**config.mk**
```make
export PLATFORM = sky130hd
export DESIGN_NAME = mrf_frame_handler
export DESIGN_NICKNAME = d
export VERILOG_FILES = /design/src/shared/mrf_pkg.sv /design/src/logic/mrf_crc.sv /design/src/logic/mrf_fifo.sv /design/src/logic/mrf_frame_handler.sv
export SDC_FILE = /design/constraint.sdc
export NUM_CORES = 1
export LEC_CHECK = 0
export ABC_AREA = 0
export BUFFER_PORTS_ARGS = -buffer_cell sky130_fd_sc_hd__buf_2
export CAP_MARGIN = 5
export CORE_ASPECT_RATIO = 0.75
export CORE_MARGIN = 1.5
export CORE_UTILIZATION = 45
export DETAILED_ROUTE_END_ITERATION = 12
export PLACE_DENSITY_LB_ADDON = 0.25
export SLEW_MARGIN = 30
export SYNTH_ARGS = -nofsm -noshare
export SYNTH_HDL_FRONTEND = slang
export SYNTH_SLANG_ARGS = --single-unit
export TNS_END_PERCENT = 5
```
**constraint.sdc**
```tcl
create_clock -name sys_clk -period 7.5 [get_ports sys_clk]
set_input_delay 0.75 -clock sys_clk [delete_from_list [all_inputs] [get_ports sys_clk]]
set_output_delay 0.75 -clock sys_clk [all_outputs]
set_load 0.005 [all_outputs]
```
**src/shared/mrf_pkg.sv**
```systemverilog
// Shared constants, types and states of the serial frame handler
package mrf_pkg;

  // ----------------------------------------------------------------
  // Frame fields
  // ----------------------------------------------------------------
  localparam logic [7:0] ADDR_BCAST = 8'h00;
  localparam logic [7:0] ADDR_MAX = 8'hf7;
  localparam logic [7:0] EXC_FLAG = 8'h80;
  localparam logic [7:0] EXC_ILLEGAL_FUNC = 8'h01;
  localparam logic [8:0] MIN_FRAME_LEN = 9'h004;
  localparam logic [8:0] MAX_FRAME_LEN = 9'h100;
  localparam logic [8:0] DATA_OFFSET = 9'h002;

  // Supported function codes
  localparam logic [7:0] FC_READ_HOLD = 8'h03;
  localparam logic [7:0] FC_WRITE_SINGLE = 8'h06;
  localparam logic [7:0] FC_DIAG = 8'h08;
  localparam logic [7:0] FC_WRITE_MULTI = 8'h10;
  localparam logic [7:0] FC_ACCESS_LOG = 8'h46;

  // ----------------------------------------------------------------
  // Check sequence
  // ----------------------------------------------------------------
  localparam logic [15:0] CRC_INIT = 16'hffff;
  localparam logic [15:0] CRC_POLY = 16'ha001;
  localparam logic [15:0] CRC_RESIDUE = 16'h0000;

  // ----------------------------------------------------------------
  // Timing
  // ----------------------------------------------------------------
  localparam int unsigned CLK_HZ_DEF = 100_000_000;
  localparam int unsigned GAP_CHARS_X2 = 7;
  localparam int unsigned GAP_DIV = 2;
  localparam int unsigned START_BITS = 1;
  localparam int unsigned DATA_BITS = 8;
  localparam int unsigned BAUD_TAB [8] = '{4800, 9600, 19200, 38400, 57600, 76800,
    115200, 19200};
  localparam logic [23:0] GAP_RST = 24'hffffff;
  localparam int unsigned FIFO_DEPTH = 16;

  // ----------------------------------------------------------------
  // Types
  // ----------------------------------------------------------------
  typedef struct packed {
    logic last;
    logic [7:0] data;
  } mrf_byte_s;

  typedef struct packed {
    logic [7:0] addr;
    logic [7:0] func;
    logic bcast;
    logic [8:0] len;
  } mrf_qinfo_s;

  typedef enum logic [7:0] {
    TX_IDLE = 8'h01,
    TX_GAP = 8'h02,
    TX_ADDR = 8'h04,
    TX_FUNC = 8'h08,
    TX_EXC = 8'h10,
    TX_PAY = 8'h20,
    TX_CRCL = 8'h40,
    TX_CRCH = 8'h80
  } mrf_tx_e;

endpackage

```
**src/logic/mrf_crc.sv**
```systemverilog
// Byte-wide running check-sequence register
`timescale 1ns/1ns
`default_nettype none
module mrf_crc (
  // Clock and reset
  input wire logic sys_clk,
  input wire logic arst_n,
  input wire logic ce,
  // Control and data
  input wire logic clr,
  input wire logic en,
  input wire logic [7:0] data,
  output logic [15:0] crc
);

  // One byte, least significant bit first, reflected polynomial
  function automatic logic [15:0] crc_step(input logic [15:0] c, input logic [7:0] d);
    logic [15:0] v;
    v = c ^ {8'h00, d};
    for (int i = 0; i < 8; i++)
    begin
      v = v[0] ? ((v >> 1) ^ mrf_pkg::CRC_POLY) : (v >> 1);
    end
    return v;
  endfunction

  // Clear restarts from the seed, a byte may follow in the same cycle
  always_ff @(posedge sys_clk or negedge arst_n)
  begin
    if (!arst_n)
      crc <= mrf_pkg::CRC_INIT;
    else if (ce)
    begin
      if (en)
        crc <= crc_step(clr ? mrf_pkg::CRC_INIT : crc, data);
      else if (clr)
        crc <= mrf_pkg::CRC_INIT;
    end
  end

endmodule
`default_nettype wire

```
**src/logic/mrf_fifo.sv**
```systemverilog
// Small synchronous FIFO with valid and ready on both sides
`timescale 1ns/1ns
`default_nettype none
module mrf_fifo #(
  parameter int unsigned WIDTH = 9,
  parameter int unsigned DEPTH = 16
) (
  // Clock and reset
  input wire logic sys_clk,
  input wire logic arst_n,
  input wire logic ce,
  input wire logic flush,
  // Fill side
  input wire logic in_valid,
  input wire logic [WIDTH-1:0] in_data,
  output logic in_ready,
  // Drain side
  output logic out_valid,
  output logic [WIDTH-1:0] out_data,
  input wire logic out_ready
);

  localparam int unsigned AW = $clog2(DEPTH);

  logic [WIDTH-1:0] mem [DEPTH];
  logic [AW:0] wr_r;
  logic [AW:0] rd_r;
  logic full;
  logic empty;

  // Pointers carry one extra bit to tell full from empty
  assign full = (wr_r[AW] != rd_r[AW]) && (wr_r[AW-1:0] == rd_r[AW-1:0]);
  assign empty = (wr_r == rd_r);
  assign in_ready = !full;
  assign out_valid = !empty;
  assign out_data = mem[rd_r[AW-1:0]];

  // Storage
  always_ff @(posedge sys_clk)
  begin
    if (ce && in_valid && !full)
      mem[wr_r[AW-1:0]] <= in_data;
  end

  // Pointer update
  always_ff @(posedge sys_clk or negedge arst_n)
  begin
    if (!arst_n)
    begin
      wr_r <= '0;
      rd_r <= '0;
    end
    else if (ce)
    begin
      if (flush)
      begin
        wr_r <= '0;
        rd_r <= '0;
      end
      else
      begin
        if (in_valid && !full)
          wr_r <= wr_r + 1'b1;
        if (out_ready && !empty)
          rd_r <= rd_r + 1'b1;
      end
    end
  end

endmodule
`default_nettype wire

```
**src/logic/mrf_frame_handler.sv**
```systemverilog
// Server-side serial frame handler: gap framing, checks, responses
`timescale 1ns/1ns
`default_nettype none
module mrf_frame_handler #(
  parameter int unsigned CLK_HZ = mrf_pkg::CLK_HZ_DEF
) (
  // Clock, reset, enable
  input wire logic sys_clk,
  input wire logic arst_n,
  input wire logic ce,
  // Line settings
  input wire logic [7:0] station_number_setting,
  input wire logic [2:0] baud_sel,
  input wire logic parity_en,
  input wire logic two_stop,
  // Received characters from the serial receiver
  input wire logic rx_valid,
  input wire logic [7:0] rx_data,
  input wire logic rx_err,
  // Query data towards the application
  output logic q_valid,
  output logic [7:0] q_data,
  output logic q_done,
  output logic q_drop,
  output mrf_pkg::mrf_qinfo_s q_info,
  // Response control from the application
  input wire logic rsp_start,
  input wire logic rsp_exc,
  input wire logic [7:0] rsp_exc_code,
  output logic rsp_pending,
  output logic rsp_busy,
  // Response payload from the application
  input wire logic pl_valid,
  input wire mrf_pkg::mrf_byte_s pl_data,
  output logic pl_ready,
  // Characters towards the serial transmitter
  output logic tx_valid,
  output logic [7:0] tx_data,
  input wire logic tx_ready
);

  // ----------------------------------------------------------------
  // Gap timing
  // ----------------------------------------------------------------
  logic [23:0] gap_cyc_r;
  logic [23:0] idle_cnt_r;
  logic gap_hit;
  int unsigned char_bits;
  int unsigned bit_cyc;

  // Parity forces a single stop bit
  always_comb
  begin
    char_bits = mrf_pkg::START_BITS + mrf_pkg::DATA_BITS + 1;
    if (parity_en || two_stop)
      char_bits = char_bits + 1;
    bit_cyc = CLK_HZ / mrf_pkg::BAUD_TAB[baud_sel];
  end

  // Gap of 3.5 characters, rounded up to whole cycles
  always_ff @(posedge sys_clk or negedge arst_n)
  begin
    if (!arst_n)
      gap_cyc_r <= mrf_pkg::GAP_RST;
    else if (ce)
      gap_cyc_r <= 24'((bit_cyc * char_bits * mrf_pkg::GAP_CHARS_X2 + mrf_pkg::GAP_DIV - 1)
        / mrf_pkg::GAP_DIV);
  end

  // Idle time since the last character, saturating at the gap
  always_ff @(posedge sys_clk or negedge arst_n)
  begin
    if (!arst_n)
      idle_cnt_r <= '0;
    else if (ce)
    begin
      if (rx_valid)
        idle_cnt_r <= '0;
      else if (!gap_hit)
        idle_cnt_r <= idle_cnt_r + 24'h000001;
    end
  end

  assign gap_hit = (idle_cnt_r >= gap_cyc_r);

  // ----------------------------------------------------------------
  // Receive framing
  // ----------------------------------------------------------------
  logic synced_r;
  logic in_frame_r;
  logic [8:0] cnt_r;
  logic err_r;
  logic [7:0] addr_r;
  logic [7:0] func_r;
  logic [7:0] hold0_r;
  logic [7:0] hold1_r;
  logic [15:0] rx_crc;
  logic rx_first;
  logic frame_end;
  logic for_us;
  logic bcast;
  logic func_ok;
  logic frame_ok;

  assign rx_first = rx_valid && synced_r && !in_frame_r;
  assign frame_end = gap_hit && in_frame_r;
  assign bcast = (addr_r == mrf_pkg::ADDR_BCAST);
  assign for_us = bcast
    || (addr_r == station_number_setting && addr_r <= mrf_pkg::ADDR_MAX);
  assign frame_ok = !err_r && (cnt_r >= mrf_pkg::MIN_FRAME_LEN)
    && (rx_crc == mrf_pkg::CRC_RESIDUE);

  // Function code table
  always_comb
  begin
    case (func_r)
      mrf_pkg::FC_READ_HOLD,
      mrf_pkg::FC_WRITE_SINGLE,
      mrf_pkg::FC_DIAG,
      mrf_pkg::FC_WRITE_MULTI,
      mrf_pkg::FC_ACCESS_LOG: func_ok = 1'b1;
      default: func_ok = 1'b0;
    endcase
  end

  // Running check over every received byte of the frame
  mrf_crc u_rx_crc (
    .sys_clk(sys_clk),
    .arst_n(arst_n),
    .ce(ce),
    .clr(rx_first),
    .en(rx_valid && (rx_first || in_frame_r)),
    .data(rx_data),
    .crc(rx_crc)
  );

  // Line sync: first gap after reset arms the receiver
  always_ff @(posedge sys_clk or negedge arst_n)
  begin
    if (!arst_n)
      synced_r <= 1'b0;
    else if (ce && gap_hit)
      synced_r <= 1'b1;
  end

  // Frame state, byte count, header capture
  always_ff @(posedge sys_clk or negedge arst_n)
  begin
    if (!arst_n)
    begin
      in_frame_r <= 1'b0;
      cnt_r <= '0;
      err_r <= 1'b0;
      addr_r <= '0;
      func_r <= '0;
      hold0_r <= '0;
      hold1_r <= '0;
    end
    else if (ce)
    begin
      if (frame_end)
        in_frame_r <= 1'b0;
      if (rx_valid && (rx_first || in_frame_r))
      begin
        in_frame_r <= 1'b1;
        cnt_r <= rx_first ? 9'h001 : cnt_r + 9'h001;
        err_r <= (rx_first ? 1'b0 : err_r) || rx_err
          || (!rx_first && cnt_r == mrf_pkg::MAX_FRAME_LEN);
        if (rx_first)
          addr_r <= rx_data;
        if (!rx_first && cnt_r == 9'h001)
          func_r <= rx_data;
        hold0_r <= rx_data;
        hold1_r <= hold0_r;
      end
    end
  end

  // Data bytes trail by two so the closing check bytes never leak out
  always_ff @(posedge sys_clk or negedge arst_n)
  begin
    if (!arst_n)
    begin
      q_valid <= 1'b0;
      q_data <= '0;
    end
    else if (ce)
    begin
      q_valid <= rx_valid && in_frame_r && for_us && !rx_first
        && (cnt_r >= mrf_pkg::MIN_FRAME_LEN);
      q_data <= hold1_r;
    end
  end

  // Frame verdict at the closing gap
  always_ff @(posedge sys_clk or negedge arst_n)
  begin
    if (!arst_n)
    begin
      q_done <= 1'b0;
      q_drop <= 1'b0;
      q_info <= '0;
    end
    else if (ce)
    begin
      q_done <= frame_end && for_us && frame_ok && func_ok;
      q_drop <= frame_end && for_us && !frame_ok;
      if (frame_end)
      begin
        q_info.addr <= addr_r;
        q_info.func <= func_r;
        q_info.bcast <= bcast;
        q_info.len <= cnt_r - mrf_pkg::MIN_FRAME_LEN;
      end
    end
  end

  // ----------------------------------------------------------------
  // Response transmit
  // ----------------------------------------------------------------
  mrf_pkg::mrf_tx_e tx_st_r;
  logic [7:0] rsp_addr_r;
  logic [7:0] rsp_func_r;
  logic [7:0] exc_code_r;
  logic exc_r;
  logic slot_free;
  logic load;
  logic [7:0] load_byte;
  logic [15:0] tx_crc;
  logic fo_valid;
  mrf_pkg::mrf_byte_s fo_data;
  logic fo_ready;
  logic own_exc;

  assign own_exc = frame_end && for_us && frame_ok && !func_ok && !bcast;
  assign slot_free = !tx_valid || tx_ready;
  // Busy until the closing check byte has left the output register
  assign rsp_busy = (tx_st_r != mrf_pkg::TX_IDLE) || tx_valid;
  assign fo_ready = (tx_st_r == mrf_pkg::TX_PAY) && slot_free;

  // Payload buffer between application and transmitter
  mrf_fifo #(
    .WIDTH($bits(mrf_pkg::mrf_byte_s)),
    .DEPTH(mrf_pkg::FIFO_DEPTH)
  ) u_pl_fifo (
    .sys_clk(sys_clk),
    .arst_n(arst_n),
    .ce(ce),
    .flush(frame_end),
    .in_valid(pl_valid),
    .in_data(pl_data),
    .in_ready(pl_ready),
    .out_valid(fo_valid),
    .out_data(fo_data),
    .out_ready(fo_ready)
  );

  // Byte offered to the transmitter in each state
  always_comb
  begin
    load = 1'b0;
    load_byte = 8'h00;
    case (tx_st_r)
      mrf_pkg::TX_ADDR:
      begin
        load = slot_free;
        load_byte = rsp_addr_r;
      end
      mrf_pkg::TX_FUNC:
      begin
        load = slot_free;
        load_byte = exc_r ? (rsp_func_r | mrf_pkg::EXC_FLAG) : rsp_func_r;
      end
      mrf_pkg::TX_EXC:
      begin
        load = slot_free;
        load_byte = exc_code_r;
      end
      mrf_pkg::TX_PAY:
      begin
        load = slot_free && fo_valid;
        load_byte = fo_data.data;
      end
      mrf_pkg::TX_CRCL:
      begin
        load = slot_free;
        load_byte = tx_crc[7:0];
      end
      mrf_pkg::TX_CRCH:
      begin
        load = slot_free;
        load_byte = tx_crc[15:8];
      end
      default:
      begin
        load = 1'b0;
        load_byte = 8'h00;
      end
    endcase
  end

  // Check over address, function and data of the response
  mrf_crc u_tx_crc (
    .sys_clk(sys_clk),
    .arst_n(arst_n),
    .ce(ce),
    .clr(tx_st_r == mrf_pkg::TX_GAP),
    .en(load && tx_st_r != mrf_pkg::TX_CRCL && tx_st_r != mrf_pkg::TX_CRCH),
    .data(load_byte),
    .crc(tx_crc)
  );

  // Registered output character
  always_ff @(posedge sys_clk or negedge arst_n)
  begin
    if (!arst_n)
    begin
      tx_valid <= 1'b0;
      tx_data <= '0;
    end
    else if (ce)
    begin
      if (load)
      begin
        tx_valid <= 1'b1;
        tx_data <= load_byte;
      end
      else if (tx_ready)
        tx_valid <= 1'b0;
    end
  end

  // Pending query that is owed exactly one response
  always_ff @(posedge sys_clk or negedge arst_n)
  begin
    if (!arst_n)
    begin
      rsp_pending <= 1'b0;
      rsp_addr_r <= '0;
      rsp_func_r <= '0;
    end
    else if (ce)
    begin
      if (frame_end && for_us && frame_ok && !bcast)
      begin
        rsp_pending <= 1'b1;
        rsp_addr_r <= addr_r;
        rsp_func_r <= func_r;
      end
      else if (tx_st_r == mrf_pkg::TX_CRCH && load)
        rsp_pending <= 1'b0;
    end
  end

  // Response sequencer
  always_ff @(posedge sys_clk or negedge arst_n)
  begin
    if (!arst_n)
    begin
      tx_st_r <= mrf_pkg::TX_IDLE;
      exc_r <= 1'b0;
      exc_code_r <= '0;
    end
    else if (ce)
    begin
      case (tx_st_r)
        mrf_pkg::TX_IDLE:
        begin
          if (own_exc)
          begin
            exc_r <= 1'b1;
            exc_code_r <= mrf_pkg::EXC_ILLEGAL_FUNC;
            tx_st_r <= mrf_pkg::TX_GAP;
          end
          else if (rsp_start && rsp_pending && !in_frame_r)
          begin
            exc_r <= rsp_exc;
            exc_code_r <= rsp_exc_code;
            tx_st_r <= mrf_pkg::TX_GAP;
          end
        end
        mrf_pkg::TX_GAP:
          if (gap_hit)
            tx_st_r <= mrf_pkg::TX_ADDR;
        mrf_pkg::TX_ADDR:
          if (load)
            tx_st_r <= mrf_pkg::TX_FUNC;
        mrf_pkg::TX_FUNC:
          if (load)
            tx_st_r <= exc_r ? mrf_pkg::TX_EXC : mrf_pkg::TX_PAY;
        mrf_pkg::TX_EXC:
          if (load)
            tx_st_r <= mrf_pkg::TX_CRCL;
        mrf_pkg::TX_PAY:
          if (load && fo_data.last)
            tx_st_r <= mrf_pkg::TX_CRCL;
        mrf_pkg::TX_CRCL:
          if (load)
            tx_st_r <= mrf_pkg::TX_CRCH;
        mrf_pkg::TX_CRCH:
          if (load)
            tx_st_r <= mrf_pkg::TX_IDLE;
        default:
          tx_st_r <= mrf_pkg::TX_IDLE;
      endcase
    end
  end

endmodule
`default_nettype wire

```
### Word-level counts from Yosys, hierarchy flattened

Memory sizes are Yosys's and may differ from the RTL's.
Index checks and enable logic that the tools add are counted.

* order comparisons: 4
* bitwise operators: 19
* add/sub/neg operators: 7
* multiply operators: 2
* reductions and logical operators: 74
* div/mod/pow operators: 1
* mux-type cells: 58
* equal/unequal tests: 31

Operators with widths (number)
* $mux W16: 20
* $mux W8: 12
* $mux W32: 2
* $pmux W8 S8: 1
* $mux W24: 2
* $not A2 Y3: 16
* $pmux W8 S6: 1
* $logic_and A1 B1 Y1: 34
* $div A27 B32 Y32 const A: 1
* $mul A32 B3 Y25 const B: 1
* $mul A32 B4 Y32: 1
* $xor A16 B8 Y16: 2
* $add A25 B2 Y25 const B: 1
* $sub A25 B1 Y25 const B: 1
* $add A24 B1 Y24 const B: 1
* $ge A24 B24 Y1: 1
* $mux W5: 4
* $reduce_and A2 Y1: 10
* $eq A8 B2 Y1 const B: 2
* $eq A8 B3 Y1 const B: 2
* $eq A8 B4 Y1 const B: 2
* $eq A8 B5 Y1 const B: 2
* $eq A8 B7 Y1 const B: 2
* $logic_not A16 Y1: 1
* 33 further kinds: 74

* bits in registers: 214
* bits in writable memories: 144
* memories: 2
* bits in read-only memories: 256

Memories
* (no name shown): depth 8, bits a word 32, read ports 1, clocked after memory_dff 0, wr ports 0, line mrf_frame_handler.sv:57 `bit_cyc = CLK_HZ / mrf_pkg::BAUD_TAB[baud_sel];`
* u_pl_fifo.mem: depth 16, bits a word 9, read ports 1, clocked after memory_dff 0, wr ports 1, line mrf_fifo.sv:25 `logic [WIDTH-1:0] mem [DEPTH];`

### Logic depth before layout (Yosys ltp)

Gate-level depths: netlist (run 1).

* word-level depth: 21
* depth in mapped cells: 308

### Cells and area by module

From an unflattened synthesis (run 1), not the netlist that was laid out.

* cell total of the unflattened synthesis: 4005
* area, all modules: 35620.4 µm²

Modules (own cells, without submodules)
* mrf_frame_handler: sequential area each 4335.4 µm², times used 1, cells each 3494, area each 27227.4 µm²
* mrf_fifo: sequential area each 4574.4 µm², times used 1, cells each 301, area each 6251.0 µm²
* mrf_crc: sequential area each 420.4 µm², times used 2, cells each 105, area each 1071.0 µm²

### Worst setup path after synthesis (run 1)

No wires, ideal clock.

* path kind: input port to flip-flop
* from: in baud_sel[0]
* to: reg gap_cyc_r[23]
* path slack: -50051 ps
* data required time: 7410 ps
* stages: 287
* data arrival time: 57462 ps
* setup time: 90 ps
* cells stage by stage: clkbuf_1 -> inv_1 -> ha_1 -> xnor2_1 -> ha_1 -> a21oi_1 -> a21oi_1 -> and3_1 -> nand2_1 -> fa_1 -> nand2b_1 -> a21o_1 -> a31oi_1 -> nor2_1 -> ha_1 -> nand2b_1 -> a21oi_1 -> o211ai_1 -> [... 251 more ...] -> o21bai_1 -> a21oi_1 -> o21bai_1 -> a21oi_1 -> o21bai_1 -> a21oi_1 -> o21bai_1 -> a21oi_1 -> xnor2_1 -> fa_1 -> xnor2_1 -> xnor2_1 -> xnor2_1 -> xnor2_1 -> xnor2_1 -> xnor2_1 -> xnor2_1 -> a21oi_1

* cells in the longest elaborated chain, start to end: 9

RTL lines
* start, declared: line mrf_frame_handler.sv:13 `input wire logic [2:0] baud_sel,`
* $not A3 Y4 (not written as such): line mrf_frame_handler.sv:57
* $mem_v2 Z8 W32
* $mux W32 (not written as such) (2 in a row): line mrf_frame_handler.sv:57
* $div A27 B32 Y32: line mrf_frame_handler.sv:57
* $mul A32 B4 Y32: line mrf_frame_handler.sv:66 `gap_cyc_r <= 24'((bit_cyc * char_bits * mrf_pkg::GAP_CHARS_X2 + mrf_pkg::GAP_DIV - 1)`
* $mul A32 B3 Y25: line mrf_frame_handler.sv:66
* $add A25 B2 Y25: line mrf_frame_handler.sv:66
* $sub A25 B1 Y25: line mrf_frame_handler.sv:66
* end signal, assigned: line mrf_frame_handler.sv:64 `gap_cyc_r <= mrf_pkg::GAP_RST;`
* end signal, assigned: line mrf_frame_handler.sv:66
* end, declared: line mrf_frame_handler.sv:45 `logic [23:0] gap_cyc_r;`

No other way between the ends. The select of a mux whose other input is x is not followed.
A chain may end at the register's enable or synchronous reset.

### Final worst setup path (run 1)

* from: in baud_sel[1]
* to: reg gap_cyc_r[23]

The elaborated chain is that of the path after synthesis.

==> metrics.yaml, run 1 <==
placement:
  port_buffers: 95
  gp_congestion: 0.9810
  dp_hpwl_mm: 88.85
  dp_slack_ns: -41.72
logic_synthesis:
  synth_edf_count: 144
  syn-cell-area_um2: 34930
  ys_async_sr_fraction: 0.5978
  yosysSeqAreaShare: 0.2791
  synth-seq-cells: 358
  avgSynthCellArea_um2: 8.638
  synthCells: 4044
  synth_cell_types: 115
  yosysWarnings: 0
  synthesis.nets: 4438
  synthFlopType: "dfrtp_1"
worst_setup_path:
  critPathMaxFanout: 10
  cpMaxStageDelayCell: "or4_4"
  cpPeakStageDelay_ns: 0.52
  cp-start-kind: "input port"
  crit_arrival_ns: 48.36
  crit_top_cell: "a21o_1"
  cp.required_ns: 8.00
  worst-setup-path-type: "in2reg"
  end_kind: "flip-flop"
min_path:
  min_path_type: "in2async"
floorplanning:
  die_height_um: 244.3
  start_util: 0.4545
  pin_count: 96
  core-area_um2: 76850
  dieWidth_um: 324.7
  die-area_um2: 79320
  num_rows: 88
run:
  max-cap-violations: 0
sta:
  min_period_ns: 47.86
  fmax_mhz: 20.89
  finClkSkew_ns: 0.03389
  worstMarginPinSlew_ns: 0.8482
  finalHoldViolCount: 0
  slew_violations: 0
  rsz0062_at_grt: "yes"
  finalCritPeriodShare: 6.382
  layout_setup_ws_ns: -40.36
  final-setup-viol-count: 24
  slew_headroom: 0.4302
routing:
  vias: 35930
  drcViolationCount: 0
  first_pass_iters: 6
  antenna_left: 0
  avgRoutedWirePerCell_um: 18.10
  postRouteWirelength_mm: 115.7
  dr.first_iter.drc_count: 2892
  avgViaCountPerCell: 5.620
final_layout:
  n_antenna_cell: 0
  areaGrowthSynthToFinish_pct: 38.54
  fin_util: 0.6297
  nets: 5729
  fillCellCount: 6635
  drive_gt1_frac: 0.3621
outcome:
  violations: "negative setup slack"
  status: "complete, but fails checks"
grt:
  antenna_found_initial: 4
  grt_pass1_vias: 34700
  grt_overflow: 0
  grt_first_pass_wirelength_mm: 185.8
  grt_max_degree: 82
  grt_usage: 0.2851
clock_tree:
  path_clk_slew_ns: 0.08
  ctsRootBufferMaster: "clkbuf_16"
  cts_max_level: 1
  clk_latency_ns: 0.58
  cts_buffers: 28
  cts.sinks: 358
  postCtsHoldBufs: 0
  cts_max_path_buffers: 3
  cts_tree: "done"
==> stage by stage <==
| step | setup TNS (ns) | hold slack (ns) | instance area [um^2] | std cells |
|---|---|---|---|---|
| after floorplan | -985.27 | 0.4386 | 36010 | 4044 |
| after global placement | -935.01 | 0.4486 | 45910 | 6225 |
| after detailed placement | -967.59 | 0.4593 | 45920 | 6225 |
| after CTS | -914.45 | 0.1793 | 47900 | 6362 |
| after global routing | -1000.23 | 0.1937 | 48390 | 6392 |
| final | -935.26 | 0.1552 | 48390 | 6392 |
==> flip-flops by register name (all words and copies together) (netlist names), 9 cells and up <==
name / count
q_info: 26
idle_cnt_r: 24
cnt_r: 9
u_rx_crc.crc: 16
u_tx_crc.crc: 16
u_pl_fifo.mem: 144
gap_cyc_r: 24
==> Yosys cell counts, drive strengths merged (57+ instances only) <==
cell type / instances / area [um^2]
nand2: 476 / 1792
nor2: 331 / 1257
ha: 308 / 3854
a21oi: 265 / 1345
o21ai: 256 / 1285
inv: 231 / 867.1
xnor2: 185 / 1620
dfrtp: 157 / 3929
edfxtp: 144 / 4324
xor2: 108 / 945.9
a21o: 102 / 765.7
nor3: 97 / 521.8
clkbuf: 96 / 360.4
nand3: 90 / 450.4
mux2: 78 / 882.1
o21a: 64 / 480.5
nand2b: 60 / 375.4
dfstp: 57 / 1498
==> final timing paths <==
path	cells after the start	slack [ns]	start	end
min in group sys_clk	3	0.43	rsp_exc_code[4]	exc_code_r[4]$_DFFE_PN0P_
worst min register to register	2	0.47	hold0_r[6]$_DFFE_PN0P_	hold1_r[6]$_DFFE_PN0P_
max in group asynchronous	2	6.14	arst_n	cnt_r[4]$_DFFE_PN0P_
worst max register to register	41	0.80	gap_cyc_r[0]$_DFFE_PN1P_	tx_st_r[6]$_DFFE_PN0P_
worst min-delay path	1	0.16	arst_n	q_info[18]$_DFFE_PN0P_
worst max-delay path	272	-40.36	baud_sel[1]	gap_cyc_r[23]$_DFFE_PN1P_
==> repair_timing <==
action / CTS / global route
buffers inserted: 83 / 29
gates cloned: 2 / 1
endpoints found under the setup margin: 24 / 24
pin swaps: 120 / 79
gates resized for setup: 93 / 54
==> cell type report <==
type / count / area (um^2) / share of cell area
multi-input cells: 3321 / 25180 / 0.5204
repair buffers: 1387 / 10290 / 0.2127
flip-flops and latches: 358 / 9752 / 0.2015
well taps: 1035 / 1295 / 0.02676
inverters: 238 / 948.4 / 0.01960
clock buffers: 39 / 804.5 / 0.01662
clock inverters: 13 / 113.9 / 0.002353
repair inverters: 1 / 5.005 / 0.0001034
==> cell usage in the layout, fill, tap and decap left out, types with 30 or more instances in the layout <==
cell / instances
nand2b_1: 56
clkbuf_16: 31
buf_4: 1283
a211oi_1: 30
nand3_1: 84
inv_1: 205
o21ai_1: 30
dfstp_2: 57
buf_2: 92
o21bai_1: 35
nor2b_1: 43
nor2_1: 306
a21o_1: 102
o21ai_0: 209
o21a_1: 63
mux2i_1: 41
and2_1: 51
ha_1: 278
or3_1: 48
a31oi_1: 36
xnor2_1: 177
nor3_1: 83
fa_1: 34
edfxtp_1: 144
nand4_1: 43
nand2_1: 462
o211ai_1: 33
mux4_2: 45
dfrtp_1: 156
xor2_1: 106
a21oi_2: 50
mux2_2: 71
a21oi_1: 211
==> critical path, delay by kind of cell <==
family	cells	cell delay, ns
AOI/OAI and AO/OA	121	19.77
xor gates and xnor gates	12	1.81
adders and majority gates	30	8.42
buffers and inverters	32	4.21
muxes	11	2.87
and+or+nand+nor	66	10.41
==> metal layers <==
metal,vias to the layer above,track usage,share of wire
li1,17330,-,-
met1,17280,0.4328,0.48
met2,1184,0.4339,0.43
met3,130,0.04332,0.077
met4,4,0.03931,0.013
met5,-,0,0.00020
==> cell families (layout without fill, tap and decap cells) <==
group	Yosys count	in the layout	synth area share
adders and majority gates	347	347	0.1327
xor gates and xnor gates	293	293	0.07347
DFF	358	358	0.2791
AOI/OAI and AO/OA	1078	1078	0.2069
buffers and inverters	366	1678	0.03962
muxes	171	171	0.06802
and+or+nand+nor	1430	1431	0.2001
other	1	1	0.0001074
Power of run 1 is left out: the tool's default activity adds up to more than one toggle a clock period on the data nets, which glitch-free logic cannot reach.
==> run 2: changes to the inputs <==
CORE_MARGIN = 5   (was 1.5)
SYNTH_HIERARCHICAL = 1   (was default)
==> run 2 against run 1 <==
Compared with the run above: routed wire length increased by 0.50%; sequential cell count did not move; maximum frequency increased by 0.62%; first-iteration DRC count increased by 8.1%; the run still ends with negative setup slack left; sequential share of layout area is 0.34 points lower; highest routed layer unchanged; synthesized area increased by 2.0%; clock-buffer cell count rose by 3; worst setup slack improved by 0.30 ns; global-route usage decreased by 2.3 points; largest cell class unchanged; non-clock buffer count is 17 lower; design area is 1.7% higher; synthesized cell count is 0.96% lower.
==> metrics.yaml, run 2 <==
logic_synthesis:
  synth-seq-cells: 358  # unchanged
  synth_top_family_by_area: "compound AO/OA/AOI/OAI gates"  # unchanged
  ys_async_sr_fraction: 0.5978  # unchanged
  synth_edf_count: 144  # unchanged
  synth_cell_types: 137  # was 115
  synthesis.nets: 4399  # was 4438
  synthTopCellsByArea: "edfxtp_1 12%, dfrtp_1 11%, ha_1 11%"  # unchanged
  synth_simple_gate_area_frac: 0.1771  # was 0.2001
  synth-xor-area-share: 0.07756  # was 0.07347
  yosysWarnings: 6  # was 0
  synth_compound_area_frac: 0.2205  # was 0.2069
  synth_most_common_cell: "nor2_1"  # was nand2_1
  synth_top_area_share: 0.1214  # was 0.1238
  muxShareOfSynthArea: 0.07654  # was 0.06802
  yosysSeqAreaShare: 0.2737  # was 0.2791
  syn-cell-area_um2: 35620  # was 34930 um^2
  avgSynthCellArea_um2: 8.894  # was 8.638 um^2
  synthCells: 4005  # was 4044
  synthFlopType: "dfrtp_1"  # unchanged
  yosysTopAreaCell: "edfxtp_1"  # unchanged
  ys_top_cells_by_count: "332 x nor2_1, 322 x nand2_1, 308 x ha_1"  # was 474 x nand2_1, 327 x nor2_1, 308 x ha_1
  synthAdderAreaFrac: 0.1301  # was 0.1327
floorplanning:
  pin_count: 96  # unchanged
  dieWidth_um: 334.9  # was 324.7 um
  start_util: 0.4531  # was 0.4545
  core-area_um2: 78620  # was 76850 um^2
  die_height_um: 253.7  # was 244.3 um
  num_rows: 89  # was 88
  die-area_um2: 84940  # was 79320 um^2
sta:
  slew_headroom: 0.3090  # was 0.4302
  finalHoldViolCount: 0  # unchanged
  min_period_ns: 47.57  # was 47.86 ns
  rsz0062_at_grt: "yes"  # unchanged
  final-setup-viol-count: 24  # unchanged
  finalCritPeriodShare: 6.342  # was 6.382
  finClkSkew_ns: 0.01993  # was 0.03389 ns
  layout_setup_ws_ns: -40.07  # was -40.36 ns
  worstMarginPinSlew_ns: 1.031  # was 0.8482 ns
  slew_violations: 0  # unchanged
  fmax_mhz: 21.02  # was 20.89 MHz
  setup_tns_ns: -929.03  # was -935.26 ns
worst_setup_path:
  cpMaxStageDelayCell: "or4_4"  # unchanged
  worst-setup-path-type: "in2reg"  # unchanged
  crit_arrival_ns: 48.05  # was 48.36 ns
  cp.required_ns: 7.98  # was 8.00 ns
  end_kind: "flip-flop"  # unchanged
  critPathMaxFanout: 9  # was 10
  cpPeakStageDelay_ns: 0.54  # was 0.52 ns
  cp-start-kind: "input port"  # unchanged
final_layout:
  fillCellCount: 6686  # was 6635
  final_common_cell: "buf_4"  # unchanged
  largest_register_ffs: 144  # unchanged
  fin_cells: 6330  # was 6392
  areaGrowthSynthToFinish_pct: 38.19  # was 38.54%
  drive_gt1_frac: 0.3812  # was 0.3621
  layout_common_cells: "1264 x buf_4, 313 x nor2_1, 312 x nand2_1"  # was 1283 x buf_4, 462 x nand2_1, 306 x nor2_1
  nets: 5655  # was 5729
min_path:
  min_path_type: "in2async"  # unchanged
clock_tree:
  cts_max_level: 1  # unchanged
  postCtsHoldBufs: 0  # unchanged
  cts_buffers: 28  # unchanged
  clk_latency_ns: 0.56  # was 0.58 ns
  ctsRootBufferMaster: "clkbuf_16"  # unchanged
  cts_max_path_buffers: 3  # unchanged
  cts_tree: "done"  # unchanged
  cts.sinks: 358  # unchanged
  path_clk_slew_ns: 0.08  # about the same
outcome:
  violations: "negative setup slack"  # unchanged
  status: "complete, but fails checks"  # unchanged
routing:
  first_pass_iters: 6  # unchanged
  antenna_left: 0  # unchanged
  dr.first_iter.drc_count: 3126  # was 2892
  vias: 35730  # was 35930
  avgRoutedWirePerCell_um: 18.37  # was 18.10 um
  drcViolationCount: 0  # unchanged
  postRouteWirelength_mm: 116.3  # was 115.7 mm
  avgViaCountPerCell: 5.645  # was 5.620
placement:
  dp_cells: 6198  # was 6225
  port_buffers: 95  # unchanged
  dp_hpwl_mm: 88.42  # was 88.85 mm
  gp_congestion: 0.9290  # was 0.9810
grt:
  grt_pass1_vias: 33890  # was 34700
  grt_usage: 0.2619  # was 0.2851
  grt_max_degree: 78  # was 82
  grt_first_pass_wirelength_mm: 183.4  # was 185.8 mm
  grt_overflow: 0  # unchanged
  antenna_found_initial: 5  # was 4
run:
  max-cap-violations: 0  # unchanged
-- run 2: changes by cell type in the layout (fill, tap and decap cells not counted), moves of 16 or more --
cell and delta:
nand2_1 -150, o21ai_0 -38, mux2_2 +32, inv_1 +24, o21ai_1 +22, nor3_1 -20, buf_4 -19, ha_1 -18
a31oi_1 +17, xor2_1 -16
-- run 2: layer usage --
layer	part of all wire	track usage	vias up	wire (um)
met5	0.00027	0	-	31
met1	0.49	0.4074	17200	56800
met4	0.013	0.03308	4	1476
li1	-	-	17280	-
met3	0.072	0.03782	120	8412
met2	0.43	0.3966	1133	49560
-- run 2: critical path, delay by kind of cell --
| kind | cells | cell delay, ns |
|---|---|---|
| AO/OA/AOI/OAI | 138 | 23.39 |
| buffers and inverters | 33 | 3.46 |
| adder cells (fa/ha/maj) | 31 | 8.88 |
| XOR/XNOR | 5 | 0.73 |
| AND/OR/NAND/NOR | 67 | 9.30 |
| multiplexers | 5 | 1.52 |
-- run 2: per-stage QoR --
step	setup slack, ns	hold slack (ns)	utilization	instance area [um^2]
after floorplan	-41.56	0.4498	-	36760
after global placement	-39.66	0.4633	0.5944	46730
after detailed placement	-40.92	0.4658	0.5949	46770
after CTS	-39.56	0.1263	0.6115	48070
after global routing	-42.69	0.1492	0.6261	49220
final	-40.07	0.1272	0.6261	49220
-- run 2: cell families after synthesis --
| kind of cell | Yosys count |
|---|---|
| AND/OR/NAND/NOR | 1254 |
| AO/OA/AOI/OAI | 1142 |
| buffers and inverters | 405 |
| flip-flops | 358 |
| adder cells (fa/ha/maj) | 347 |
| XOR/XNOR | 298 |
| multiplexers | 200 |
| other | 1 |
-- run 2: final timing paths --
kind,start,to,slack [ns],cells after the start
max,baud_sel[0],gap_cyc_r[22]$_DFFE_PN1P_,-40.07,279
min,arst_n,exc_code_r[3]$_DFFE_PN0P_,0.13,1
max in group asynchronous,arst_n,hold0_r[1]$_DFFE_PN0P_,5.94,3
min in group sys_clk,rsp_exc_code[2],exc_code_r[2]$_DFFE_PN0P_,0.47,3
min reg2reg,exc_code_r[4]$_DFFE_PN0P_,exc_code_r[4]$_DFFE_PN0P_,0.49,2
max reg2reg,gap_cyc_r[0]$_DFFE_PN1P_,tx_st_r[3]$_DFFE_PN0P_,0.91,40
-- run 2: timing repair --
| action | CTS | global route |
|---|---|---|
| pin swaps | 48 | 152 |
| hold endpoints to repair | 0 | 0 |
| resized for setup | 29 | 159 |
| setup buffers | 28 | 48 |
| cloned | 1 | 2 |
| endpoints found under the setup margin | 24 | 24 |
-- run 2: area by class of cell --
class                   count  area (um^2)  area share
diodes                      1        2.502  0.00005084
flip-flops and latches    358         9752      0.1981
inverters                 259         1022     0.02077
repair buffers           1370        10140      0.2061
clock inverters            10        138.9    0.002822
clock buffers              42        857.1     0.01741
repair inverters            2        15.01   0.0003050
well taps                1046         1309     0.02659
multi-input cells        3242        25980      0.5278
Power of run 2 is left out for the same reason.
